<file path="config.mk">
export PLATFORM = sky130hd
export DESIGN_NAME = stc_timer
export DESIGN_NICKNAME = d
export VERILOG_FILES = /design/src/stc_pkg.sv /design/src/stc_timer.sv
export SDC_FILE = /design/constraint.sdc
export NUM_CORES = 1
export LEC_CHECK = 0
export ABC_CLOCK_PERIOD_IN_PS = 4700
export BUFFER_PORTS_ARGS = -buffer_cell sky130_fd_sc_hd__buf_2
export CAP_MARGIN = 20
export CORE_MARGIN = 2
export CORE_UTILIZATION = 35
export CTS_BUF_LIST = sky130_fd_sc_hd__clkbuf_8
export DETAILED_ROUTE_END_ITERATION = 16
export PLACE_DENSITY = 0.65
export SYNTH_ARGS = -nofsm -noshare
export SYNTH_HDL_FRONTEND = slang
export SYNTH_SLANG_ARGS = --single-unit
export TNS_END_PERCENT = 20
</file>
<file path="constraint.sdc">
create_clock -name clk -period 4.7 [get_ports clk]
set_input_delay 0.47 -clock clk [delete_from_list [all_inputs] [get_ports clk]]
set_output_delay 0.47 -clock clk [all_outputs]
set_load 0.005 [all_outputs]
</file>
<file path="src/stc_pkg.sv">
// constants for the sixteen bit timer counter
package stc_pkg;
    localparam int unsigned ADDR_W = 8;
    localparam int unsigned DATA_W = 8;
    // ------------------------------------------------------------
    // register map
    // ------------------------------------------------------------
    localparam logic [7:0] OFS_IRQ_FLAGS = 8'h0c;
    localparam logic [7:0] OFS_COUNT_LO = 8'h0e;
    localparam logic [7:0] OFS_COUNT_HI = 8'h0f;
    localparam logic [7:0] OFS_CONTROL = 8'h10;
    localparam logic [7:0] OFS_IRQ_ENABLES = 8'h8c;
    // ------------------------------------------------------------
    // control fields
    // ------------------------------------------------------------
    localparam int unsigned BIT_RUN = 0;
    localparam int unsigned BIT_CLK_SRC = 1;
    localparam int unsigned BIT_SYNC_DIS = 2;
    localparam int unsigned BIT_OSC_EN = 3;
    localparam int unsigned BIT_PS_LO = 4;
    localparam int unsigned BIT_PS_HI = 5;
    localparam logic [5:0] CONTROL_RESET = 6'h00;
    localparam logic [7:0] CONTROL_RD_MASK = 8'h3f;
    localparam int unsigned BIT_OVF = 0;
    localparam logic [15:0] COUNT_RESET = 16'h0000;
    localparam logic [15:0] COUNT_MAX = 16'hffff;
    // ------------------------------------------------------------
    // prescale codes and timing
    // ------------------------------------------------------------
    localparam logic [1:0] PS_DIV1 = 2'h0;
    localparam logic [1:0] PS_DIV2 = 2'h1;
    localparam logic [1:0] PS_DIV4 = 2'h2;
    localparam logic [1:0] PS_DIV8 = 2'h3;
    localparam int unsigned CLK_MHZ = 100;
    localparam int unsigned INSTR_NS = 40;
    localparam int unsigned INSTR_CYCLES = (INSTR_NS * CLK_MHZ) / 1000;
    localparam logic [1:0] INSTR_LAST = 2'(INSTR_CYCLES - 1);
endpackage

</file>
<file path="src/stc_timer.sv">
// sixteen bit timer counter with prescaler, oscillator pin control and overflow flag
//
// Our own choice: the address-and-strobe port.
`timescale 1ns/1ns
`default_nettype none
module stc_timer
    import stc_pkg::*;
(
    input wire logic clk,
    input wire logic reset_n,
    input wire logic [stc_pkg::ADDR_W-1:0] addr,
    input wire logic [stc_pkg::DATA_W-1:0] wdata,
    input wire logic wr,
    input wire logic rd,
    output logic [stc_pkg::DATA_W-1:0] rdata,
    input wire logic ext_count_clock_pin,
    input wire logic osc_input_pin,
    input wire logic [1:0] port_c_direction,
    input wire logic sleep,
    input wire logic special_event_trigger,
    output logic low_freq_osc_enable,
    output logic [1:0] port_c_oe,
    output logic overflow_irq
);
    // ------------------------------------------------------------
    // decode helpers
    // ------------------------------------------------------------
    function automatic logic [2:0] ps_limit(input logic [1:0] code);
        case (code)
            PS_DIV2: ps_limit = 3'h1;
            PS_DIV4: ps_limit = 3'h3;
            PS_DIV8: ps_limit = 3'h7;
            default: ps_limit = 3'h0;
        endcase
    endfunction

    function automatic logic hit(input logic [7:0] a, input logic [7:0] ofs);
        hit = (a == ofs);
    endfunction

    // ------------------------------------------------------------
    // registers
    // ------------------------------------------------------------
    logic [5:0] control_r;
    logic [15:0] count_r;
    logic overflow_flag_r;
    logic overflow_irq_enable_r;
    logic [7:0] rdata_r;
    logic [1:0] oe_r;
    logic osc_en_r;
    logic irq_r;
    logic [1:0] instr_div_r;
    logic [2:0] ps_cnt_r;
    logic [1:0] pin_sync_r;
    logic [1:0] osc_sync_r;
    logic ext_prev_r;
    logic ext_retime_r;
    logic ext_retime_prev_r;

    logic count_run_enable;
    logic clock_source_select;
    logic ext_sync_disable;
    logic [1:0] prescale_sel;
    logic wr_ctrl;
    logic wr_lo;
    logic wr_hi;
    logic wr_flags;
    logic wr_en;
    logic count_wr;
    logic ext_level;
    logic ext_edge;
    logic instr_tick;
    logic src_tick;
    logic ps_tick;
    logic inc;
    logic wrap;
    logic trig_clear;

    assign count_run_enable = control_r[BIT_RUN];
    assign clock_source_select = control_r[BIT_CLK_SRC];
    assign ext_sync_disable = control_r[BIT_SYNC_DIS];
    assign prescale_sel = control_r[BIT_PS_HI:BIT_PS_LO];
    assign wr_ctrl = wr && hit(addr, OFS_CONTROL);
    assign wr_lo = wr && hit(addr, OFS_COUNT_LO);
    assign wr_hi = wr && hit(addr, OFS_COUNT_HI);
    assign wr_flags = wr && hit(addr, OFS_IRQ_FLAGS);
    assign wr_en = wr && hit(addr, OFS_IRQ_ENABLES);
    assign count_wr = wr_lo || wr_hi;

    // ------------------------------------------------------------
    // control register
    // ------------------------------------------------------------
    always_ff @(posedge clk or negedge reset_n) begin
        if (!reset_n) begin
            control_r <= CONTROL_RESET;
        end else if (wr_ctrl) begin
            control_r <= wdata[5:0];
        end
    end

    // ------------------------------------------------------------
    // oscillator enable and pin direction
    // ------------------------------------------------------------
    always_ff @(posedge clk or negedge reset_n) begin
        if (!reset_n) begin
            osc_en_r <= 1'b0;
            oe_r <= 2'h0;
        end else begin
            // sleep deliberately has no say here
            osc_en_r <= control_r[BIT_OSC_EN];
            oe_r <= control_r[BIT_OSC_EN] ? 2'h0 : ~port_c_direction;
        end
    end

    // ------------------------------------------------------------
    // external input synchronizers and edge detect
    // ------------------------------------------------------------
    always_ff @(posedge clk or negedge reset_n) begin
        if (!reset_n) begin
            pin_sync_r <= 2'h0;
            osc_sync_r <= 2'h0;
            ext_prev_r <= 1'b0;
            ext_retime_r <= 1'b0;
            ext_retime_prev_r <= 1'b0;
        end else begin
            pin_sync_r <= {pin_sync_r[0], ext_count_clock_pin};
            osc_sync_r <= {osc_sync_r[0], osc_input_pin};
            ext_prev_r <= ext_level;
            ext_retime_r <= ext_level;
            ext_retime_prev_r <= ext_retime_r;
        end
    end

    assign ext_level = osc_en_r ? osc_sync_r[1] : pin_sync_r[1];

    always_comb begin
        if (ext_sync_disable) begin
            ext_edge = ext_level && !ext_prev_r;
        end else begin
            ext_edge = ext_retime_r && !ext_retime_prev_r;
        end
    end

    // ------------------------------------------------------------
    // instruction cycle and prescaler
    // ------------------------------------------------------------
    always_ff @(posedge clk or negedge reset_n) begin
        if (!reset_n) begin
            instr_div_r <= 2'h0;
        end else if (instr_div_r == INSTR_LAST) begin
            instr_div_r <= 2'h0;
        end else begin
            instr_div_r <= instr_div_r + 2'h1;
        end
    end

    assign instr_tick = (instr_div_r == INSTR_LAST);
    assign src_tick = clock_source_select ? ext_edge : instr_tick;
    assign ps_tick = src_tick && (ps_cnt_r == ps_limit(prescale_sel));
    assign inc = count_run_enable && ps_tick;
    assign wrap = inc && (count_r == COUNT_MAX);
    assign trig_clear = special_event_trigger && !count_wr;

    always_ff @(posedge clk or negedge reset_n) begin
        if (!reset_n) begin
            ps_cnt_r <= 3'h0;
        end else if (count_wr || trig_clear || wr_ctrl) begin
            ps_cnt_r <= 3'h0;
        end else if (count_run_enable && src_tick) begin
            ps_cnt_r <= ps_tick ? 3'h0 : ps_cnt_r + 3'h1;
        end
    end

    // ------------------------------------------------------------
    // sixteen bit count
    // ------------------------------------------------------------
    always_ff @(posedge clk or negedge reset_n) begin
        if (!reset_n) begin
            count_r <= COUNT_RESET;
        end else if (count_wr) begin
            if (wr_lo) begin
                count_r[7:0] <= wdata;
            end
            if (wr_hi) begin
                count_r[15:8] <= wdata;
            end
        end else if (special_event_trigger) begin
            count_r <= COUNT_RESET;
        end else if (inc) begin
            count_r <= count_r + 16'h0001;
        end
    end

    // ------------------------------------------------------------
    // overflow flag and interrupt
    // ------------------------------------------------------------
    always_ff @(posedge clk or negedge reset_n) begin
        if (!reset_n) begin
            overflow_flag_r <= 1'b0;
        end else if (wrap && !count_wr && !special_event_trigger) begin
            overflow_flag_r <= 1'b1;
        end else if (wr_flags) begin
            overflow_flag_r <= wdata[BIT_OVF];
        end
    end

    always_ff @(posedge clk or negedge reset_n) begin
        if (!reset_n) begin
            overflow_irq_enable_r <= 1'b0;
        end else if (wr_en) begin
            overflow_irq_enable_r <= wdata[BIT_OVF];
        end
    end

    always_ff @(posedge clk or negedge reset_n) begin
        if (!reset_n) begin
            irq_r <= 1'b0;
        end else begin
            irq_r <= overflow_flag_r && overflow_irq_enable_r;
        end
    end

    // ------------------------------------------------------------
    // read data
    // ------------------------------------------------------------
    always_ff @(posedge clk or negedge reset_n) begin
        if (!reset_n) begin
            rdata_r <= 8'h00;
        end else if (rd) begin
            case (addr)
                OFS_CONTROL: rdata_r <= {2'h0, control_r} & CONTROL_RD_MASK;
                OFS_COUNT_LO: rdata_r <= count_r[7:0];
                OFS_COUNT_HI: rdata_r <= count_r[15:8];
                OFS_IRQ_FLAGS: rdata_r <= {7'h00, overflow_flag_r};
                OFS_IRQ_ENABLES: rdata_r <= {7'h00, overflow_irq_enable_r};
                default: rdata_r <= 8'h00;
            endcase
        end else begin
            rdata_r <= 8'h00;
        end
    end

    assign rdata = rdata_r;
    assign low_freq_osc_enable = osc_en_r;
    assign port_c_oe = oe_r;
    assign overflow_irq = irq_r;
endmodule
`default_nettype wire

</file>
==> run summary, run 1 <==
Core Util, Final = 41.4%
Num CTS Buffers = 5
Nets = 325
Critical Path Start Type = input pin
GRT Util Overall = 17.4%
Sequential area share after synthesis = 46.2%
Post-CTS Resized = 0
Worst VDD drop = 0.140 mV
R2R depth = 6
Placeable Area = 7140 um^2
Reg-to-reg slack, setup = 2.43 ns
Top cell type's share of synthesized area = 46.2%
Status = finished, final reports clean
Most frequent cell after synthesis = dfrtp_1
RSZ-0062 raised after global routing = no
Switching Fraction = 21.8%
Synthesized area per cell = 9.78 um^2
Number of I/O pins = 38
Share of cells above drive strength 1 = 23.6%
Via count = 2249
Comb power frac = 7.6%
Pin count of the biggest net entering global routing = 48
Internal cell power = 647 uW
Setup_tns = 0 ns
Number of synthesized register bits = 47
Total wire length = 6540 um
Design Power = 827 uW
Synthesized area = 2540 um^2
Crit-path slowest cell = nor3_4
R2r startpoint = count_r[0]
Setup Skew = 0.00603 ns
Initial DRC Count = 151
DP Wirelength = 4660 um
WP data arrival = 2.64 ns
Synth top cells by count = dfrtp_1 (47), nor2_1 (29), nand2_1 (21)
Row count = 31
Post-CTS Setup Bufs = 0
CP Class = in -> reg
Required @ worst endpoint = 4.88 ns
Yosys cell types = 61
Final Setup Violations = 0
Number of synthesized flops with an enable pin = 0
Clock latency on the worst-skew pair = 0.30 ns
N_diodes = 0
Area of the multi-input gates = 1300 um^2
Number of global-route vias before repair = 2115
Initial Util = 35.6%
Routability cong. = 0.903
CP max FO = 18
Switching pwr = 180 uW
Post-Place Cells = 387
Critical Path Sink Type = flip-flop
Clk pin slew, worst setup/hold paths = 0.09 ns
Filler cell count = 728
Fin crit share = 52.2%
Clk sink count = 47
Family with the most delay on the worst path = simple AND/OR/NAND/NOR gates
Worst Max-Slew Pin Slew = 0.864 ns
FFs w/ async S/R, synth = 100%
Wire per inst = 16.5 um
CTS tree = yes
Die area = 7970 um^2
Top FF cell, synth = dfrtp_1
Pre-Repair DR Iteration Count = 5
Die Height = 89.3 um
Vias/cell = 5.68
Antenna violations before repair = 0
Register area = 1180 um^2
Max-slew headroom = 41.9%
CP bufs+invs = 1
H-tree depth = 2
Die Span X = 89.3 um
Synth top area cells = dfrtp_1 (46%), nor2_1 (4.3%), o21ai_0 (3.5%)
GRT overflow = 0
Sequential power share = 50.8%
Routed Antenna Nets = 0
LEAKAGE = 1.26 nW
Maximum clock rate = 0.408 GHz
Synth Net Count = 289
Fin crit period = 2.45 ns
Reg-to-Reg End = count_r[14]
Slew Limit Fails = 0
Cell area power density = 280 nW/um^2
Max-cap violations = 0
Max Buffers Root-to-Sink = 2
Clock group share of total power = 41.6%
Leading area contributor after synthesis = dfrtp_1
Drt drc = 0
I/O Buffers = 36
CP peak stage delay = 0.60 ns
Synth warn = 0
Critical-path cell list = buf_2 -> or3_4 -> nor3_4 -> nor2_1 -> o21ai_4 -> nand2_1 -> a221o_1
Finished Layout Cells = 396
Post-synthesis cell count = 260
First-pass GRT wire length = 10600 um
Hold Crit Class = in -> async
Hold buffer count at cts = 0
CTS root buf = clkbuf_8
Hold Fails Final Rpt = 0
Area grow syn2layout = 16.2%
layout make-up:
class | count | area share (%)
multi-input cells | 199 | 44.0
flip-flops and latches | 47 | 39.8
repair buffers | 37 | 6.77
well taps | 99 | 4.19
clock buffers | 5 | 2.33
clock inverters | 3 | 2.16
inverters | 6 | 0.762
per-layer routing:
metal / share of wire [%] / up-vias / global-route usage [%]
li1: - / 1053 / -
met1: 45 / 1075 / 23.8
met2: 47 / 109 / 27.7
met3: 6.3 / 12 / 3.32
met4: 1.8 / 0 / 5.56
met5: 0 / - / 0
stage by stage:
step / hold WS (ns) / instance area (um^2) / setup WS (ns)
after floorplan: 0.174 / 2540 / 2.74
after global placement: 0.336 / 2800 / 1.96
after detailed placement: 0.337 / 2800 / 1.98
after CTS: 0.267 / 2940 / 2.29
after global routing: 0.108 / 2960 / 2.15
final: 0.0920 / 2960 / 2.25
worst max path at each step:
stage          startpoint      endpoint  slack (ns)  cells past startpoint
2_1_floorplan     addr[5]  control_r[0]        2.74                      4
3_3_place_gp      addr[7]    count_r[0]        1.96                      7
3_5_place_dp      addr[7]    count_r[0]        1.98                      7
4_1_cts           addr[7]    count_r[0]        2.29                      7
5_1_grt           addr[7]    count_r[0]        2.15                      7
6_report          addr[7]    count_r[0]        2.25                      7
logic make-up after synthesis:
logic type | Yosys count | share of synthesized area [%]
xor+xnor | 2 | 0.689
buf+inv | 14 | 2.61
simple gates | 108 | 23.2
fa+ha+maj | 3 | 1.48
flops | 47 | 46.2
mux | 11 | 4.72
compound gates | 75 | 21.1
registers in the layout, summed over array words and instances, names as in the netlist, 2 cells and up:
signal	count
osc_sync_r	2
pin_sync_r	2
ps_cnt_r	3
control_r	6
count_r	16
instr_div_r	2
port_c_oe	2
rdata	8
power groups by stage:
stage	clock network [mW]	logic, mW	registers (mW)
2_1_floorplan	0	0.0300	0.425
3_3_place_gp	0	0.0599	0.428
3_5_place_dp	0	0.0609	0.428
4_1_cts	0.350	0.0611	0.420
5_1_grt	0.370	0.0705	0.421
6_report	0.344	0.0628	0.420
layout by cell type, fill, tap and decap left out, drive strengths merged, types with 2 or more instances in the layout:
cell type | Yosys | routed
nor4 | 3 | 3
a21oi | 16 | 16
or3 | 2 | 2
ha | 3 | 3
and4 | 2 | 2
a22oi | 5 | 5
nand2b | 4 | 4
o311ai | 3 | 3
a222oi | 5 | 5
nor2 | 32 | 32
buf | 5 | 37
a2bb2oi | 3 | 3
and2 | 2 | 2
mux2 | 8 | 8
inv | 5 | 6
nand4 | 5 | 5
a21o | 2 | 2
o211ai | 2 | 2
o221ai | 2 | 2
mux2i | 3 | 3
nand2 | 23 | 23
a31oi | 5 | 5
clkbuf | 3 | 5
a31o | 4 | 4
dfrtp | 47 | 47
bufinv | 0 | 2
nor3 | 18 | 18
nand3 | 11 | 11
o21ai | 20 | 20
Note: power is estimated with default switching activity, not from simulation.
==> inputs of run 2 (changes only) <==
--- a/config.mk
+++ b/config.mk
@@ -5,14 +5,14 @@
 export SDC_FILE = /design/constraint.sdc
 export NUM_CORES = 1
 export LEC_CHECK = 0
-export ABC_CLOCK_PERIOD_IN_PS = 4700
+export ABC_CLOCK_PERIOD_IN_PS = 2150
 export BUFFER_PORTS_ARGS = -buffer_cell sky130_fd_sc_hd__buf_2
 export CAP_MARGIN = 20
 export CORE_MARGIN = 2
 export CORE_UTILIZATION = 35
 export CTS_BUF_LIST = sky130_fd_sc_hd__clkbuf_8
 export DETAILED_ROUTE_END_ITERATION = 16
-export PLACE_DENSITY = 0.65
+export PLACE_DENSITY = 0.67
 export SYNTH_ARGS = -nofsm -noshare
 export SYNTH_HDL_FRONTEND = slang
 export SYNTH_SLANG_ARGS = --single-unit
==> constraint.sdc (replaced) <==
create_clock -name clk -period 2.15 [get_ports clk]
set_input_delay 0.215 -clock clk [delete_from_list [all_inputs] [get_ports clk]]
set_output_delay 0.215 -clock clk [all_outputs]
set_load 0.005 [all_outputs]
==> run summary, run 2 (synthesis gave the netlist of run 1 again) <==
Status = finished with violations
Failing checks = negative hold slack
Reg-to-Reg End = count_r[1]
CTS root buf = clkbuf_8
Die Span X = 89.3 um
Area grow syn2layout = 22.1%
Number of I/O pins = 38
Initial Util = 35.6%
RSZ-0062 raised after global routing = no
Via count = 2386
Cell area power density = 531 nW/um^2
Clk sink count = 47
Routed Antenna Nets = 0
Routability cong. = 0.927
CP Class = reg -> reg
Clk pin slew, worst setup/hold paths = 0.09 ns
Hold Worst Slack = -0.00274 ns
Total wire length = 6690 um
Worst VDD drop = 0.262 mV
Required @ worst endpoint = 2.32 ns
Setup_tns = 0 ns
Pin count of the biggest net entering global routing = 48
Slew Limit Fails = 0
Die area = 7970 um^2
Most frequent cells in the layout = dfrtp_1 (47), buf_2 (36), nor2_1 (29), buf_4 (25), nand2_1 (21)
Critical Path Start Type = flip-flop
CP peak stage delay = 0.45 ns
Drt drc = 0
Nets = 350
Reg-to-reg slack, setup = 0.18 ns
Setup Skew = 0.0110 ns
Setup crit end = count_r[1]
Post-Place Cells = 412
Final Setup Violations = 0
I/O Buffers = 36
Finished Layout Cells = 421
Num CTS Buffers = 5
Antenna violations before repair = 0
Filler cell count = 722
WP data arrival = 2.14 ns
LEAKAGE = 1.36 nW
H-tree depth = 2
Max-slew headroom = 44.2%
Vias/cell = 5.67
GRT Util Overall = 18.0%
Hold Crit Class = in -> async
Worst setup startpoint = ps_cnt_r[0]
Critical-path cell list = or2_0 -> a2111oi_2 -> a21o_1 -> nand2_1 -> buf_4 -> o21ai_0 -> a31oi_1
Commonest non-fill, non-tap cell in the layout = dfrtp_1
CP max FO = 7
Max-cap violations = 0
Row count = 31
Hold Fails Final Rpt = 5
Share of cells above drive strength 1 = 29.5%
Wire per inst = 15.9 um
Max reg flops = 16
Number of global-route vias before repair = 2184
Max Buffers Root-to-Sink = 2
Worst Max-Slew Pin Slew = 0.829 ns
Largest Register = count_r
Maximum clock rate = 0.506 GHz
Critical Path Sink Type = flip-flop
Die Height = 89.3 um
CTS tree = yes
Initial DRC Count = 382
Clock latency on the worst-skew pair = 0.31 ns
Crit-path slowest cell = dfrtp_1
First-pass GRT wire length = 11000 um
GRT overflow = 0
R2r startpoint = ps_cnt_r[0]
Placeable Area = 7140 um^2
Pre-Repair DR Iteration Count = 6
N_diodes = 0
Fin crit share = 91.8%
Fin crit period = 1.97 ns
R2R depth = 7
DP Wirelength = 4970 um
==> run 2: where the power goes <==
group          switching (mW)  leakage, nW  total [mW]  internal, mW
clock network           0.316       0.0474       0.579         0.263
registers              0.0132        0.631       0.914         0.901
logic                  0.0919        0.681       0.155        0.0634
==> run 2: timing repair <==
| item | in CTS | in global routing |
|---|---|---|
| hold buffers | 0 | 1 |
| setup endpoints to repair | 0 | 2 |
| resized for setup | 0 | 1 |
| hold endpoints to repair | 0 | 1 |
| setup buffers | 0 | 0 |
==> run 2: worst max-delay path: cells and delay by family (launching register included) <==
family	cells	cell delay, ns
AO/OA/AOI/OAI	4	0.75
flip-flops	1	0.45
AND/OR/NAND/NOR	2	0.42
buffers and inverters	1	0.22
==> run 2: final cells by class <==
type / instances / area (um^2) / area share [%]
multi-input cells: 199 / 1310 / 42.1
well taps: 99 / 124 / 3.99
clock inverters: 2 / 16.3 / 0.524
repair buffers: 62 / 378 / 12.2
inverters: 6 / 22.5 / 0.725
flip-flops and latches: 47 / 1180 / 37.9
clock buffers: 6 / 82.6 / 2.66
==> run 2: metrics by stage <==
step           utilization (%)  cell area [um^2]  setup slack, ns  total power, mW  hold WS [ns]
2_1_floorplan                -              2540            0.265            0.995       -0.0806
3_3_place_gp              41.9              2990            0.160             1.08         0.332
3_5_place_dp              41.9              2990            0.141             1.09         0.331
4_1_cts                   43.3              3090            0.157             1.65        0.0136
5_1_grt                   43.5              3110          0.00240             1.72       0.00409
6_report                  43.5              3110            0.176             1.65      -0.00274
==> run 2: worst min path at each step <==
stage	start	endpoint	slack (ns)	cells after the start
6_report	reset_n	pin_sync_r[1]	-0.003	2
3_5_place_dp	ext_count_clock_pin	pin_sync_r[0]	0.33	1
4_1_cts	reset_n	count_r[10]	0.01	2
3_3_place_gp	osc_input_pin	osc_sync_r[0]	0.33	1
5_1_grt	osc_input_pin	osc_sync_r[0]	0.004	1
2_1_floorplan	reset_n	control_r[0]	-0.08	0
==> run 2: metal layers <==
metal / global-route usage [%] / part of all wire (%)
met1: 25.2 / 45
met4: 4.21 / 2.4
met3: 4.43 / 7.0
met2: 28.1 / 46
met5: 0 / 0
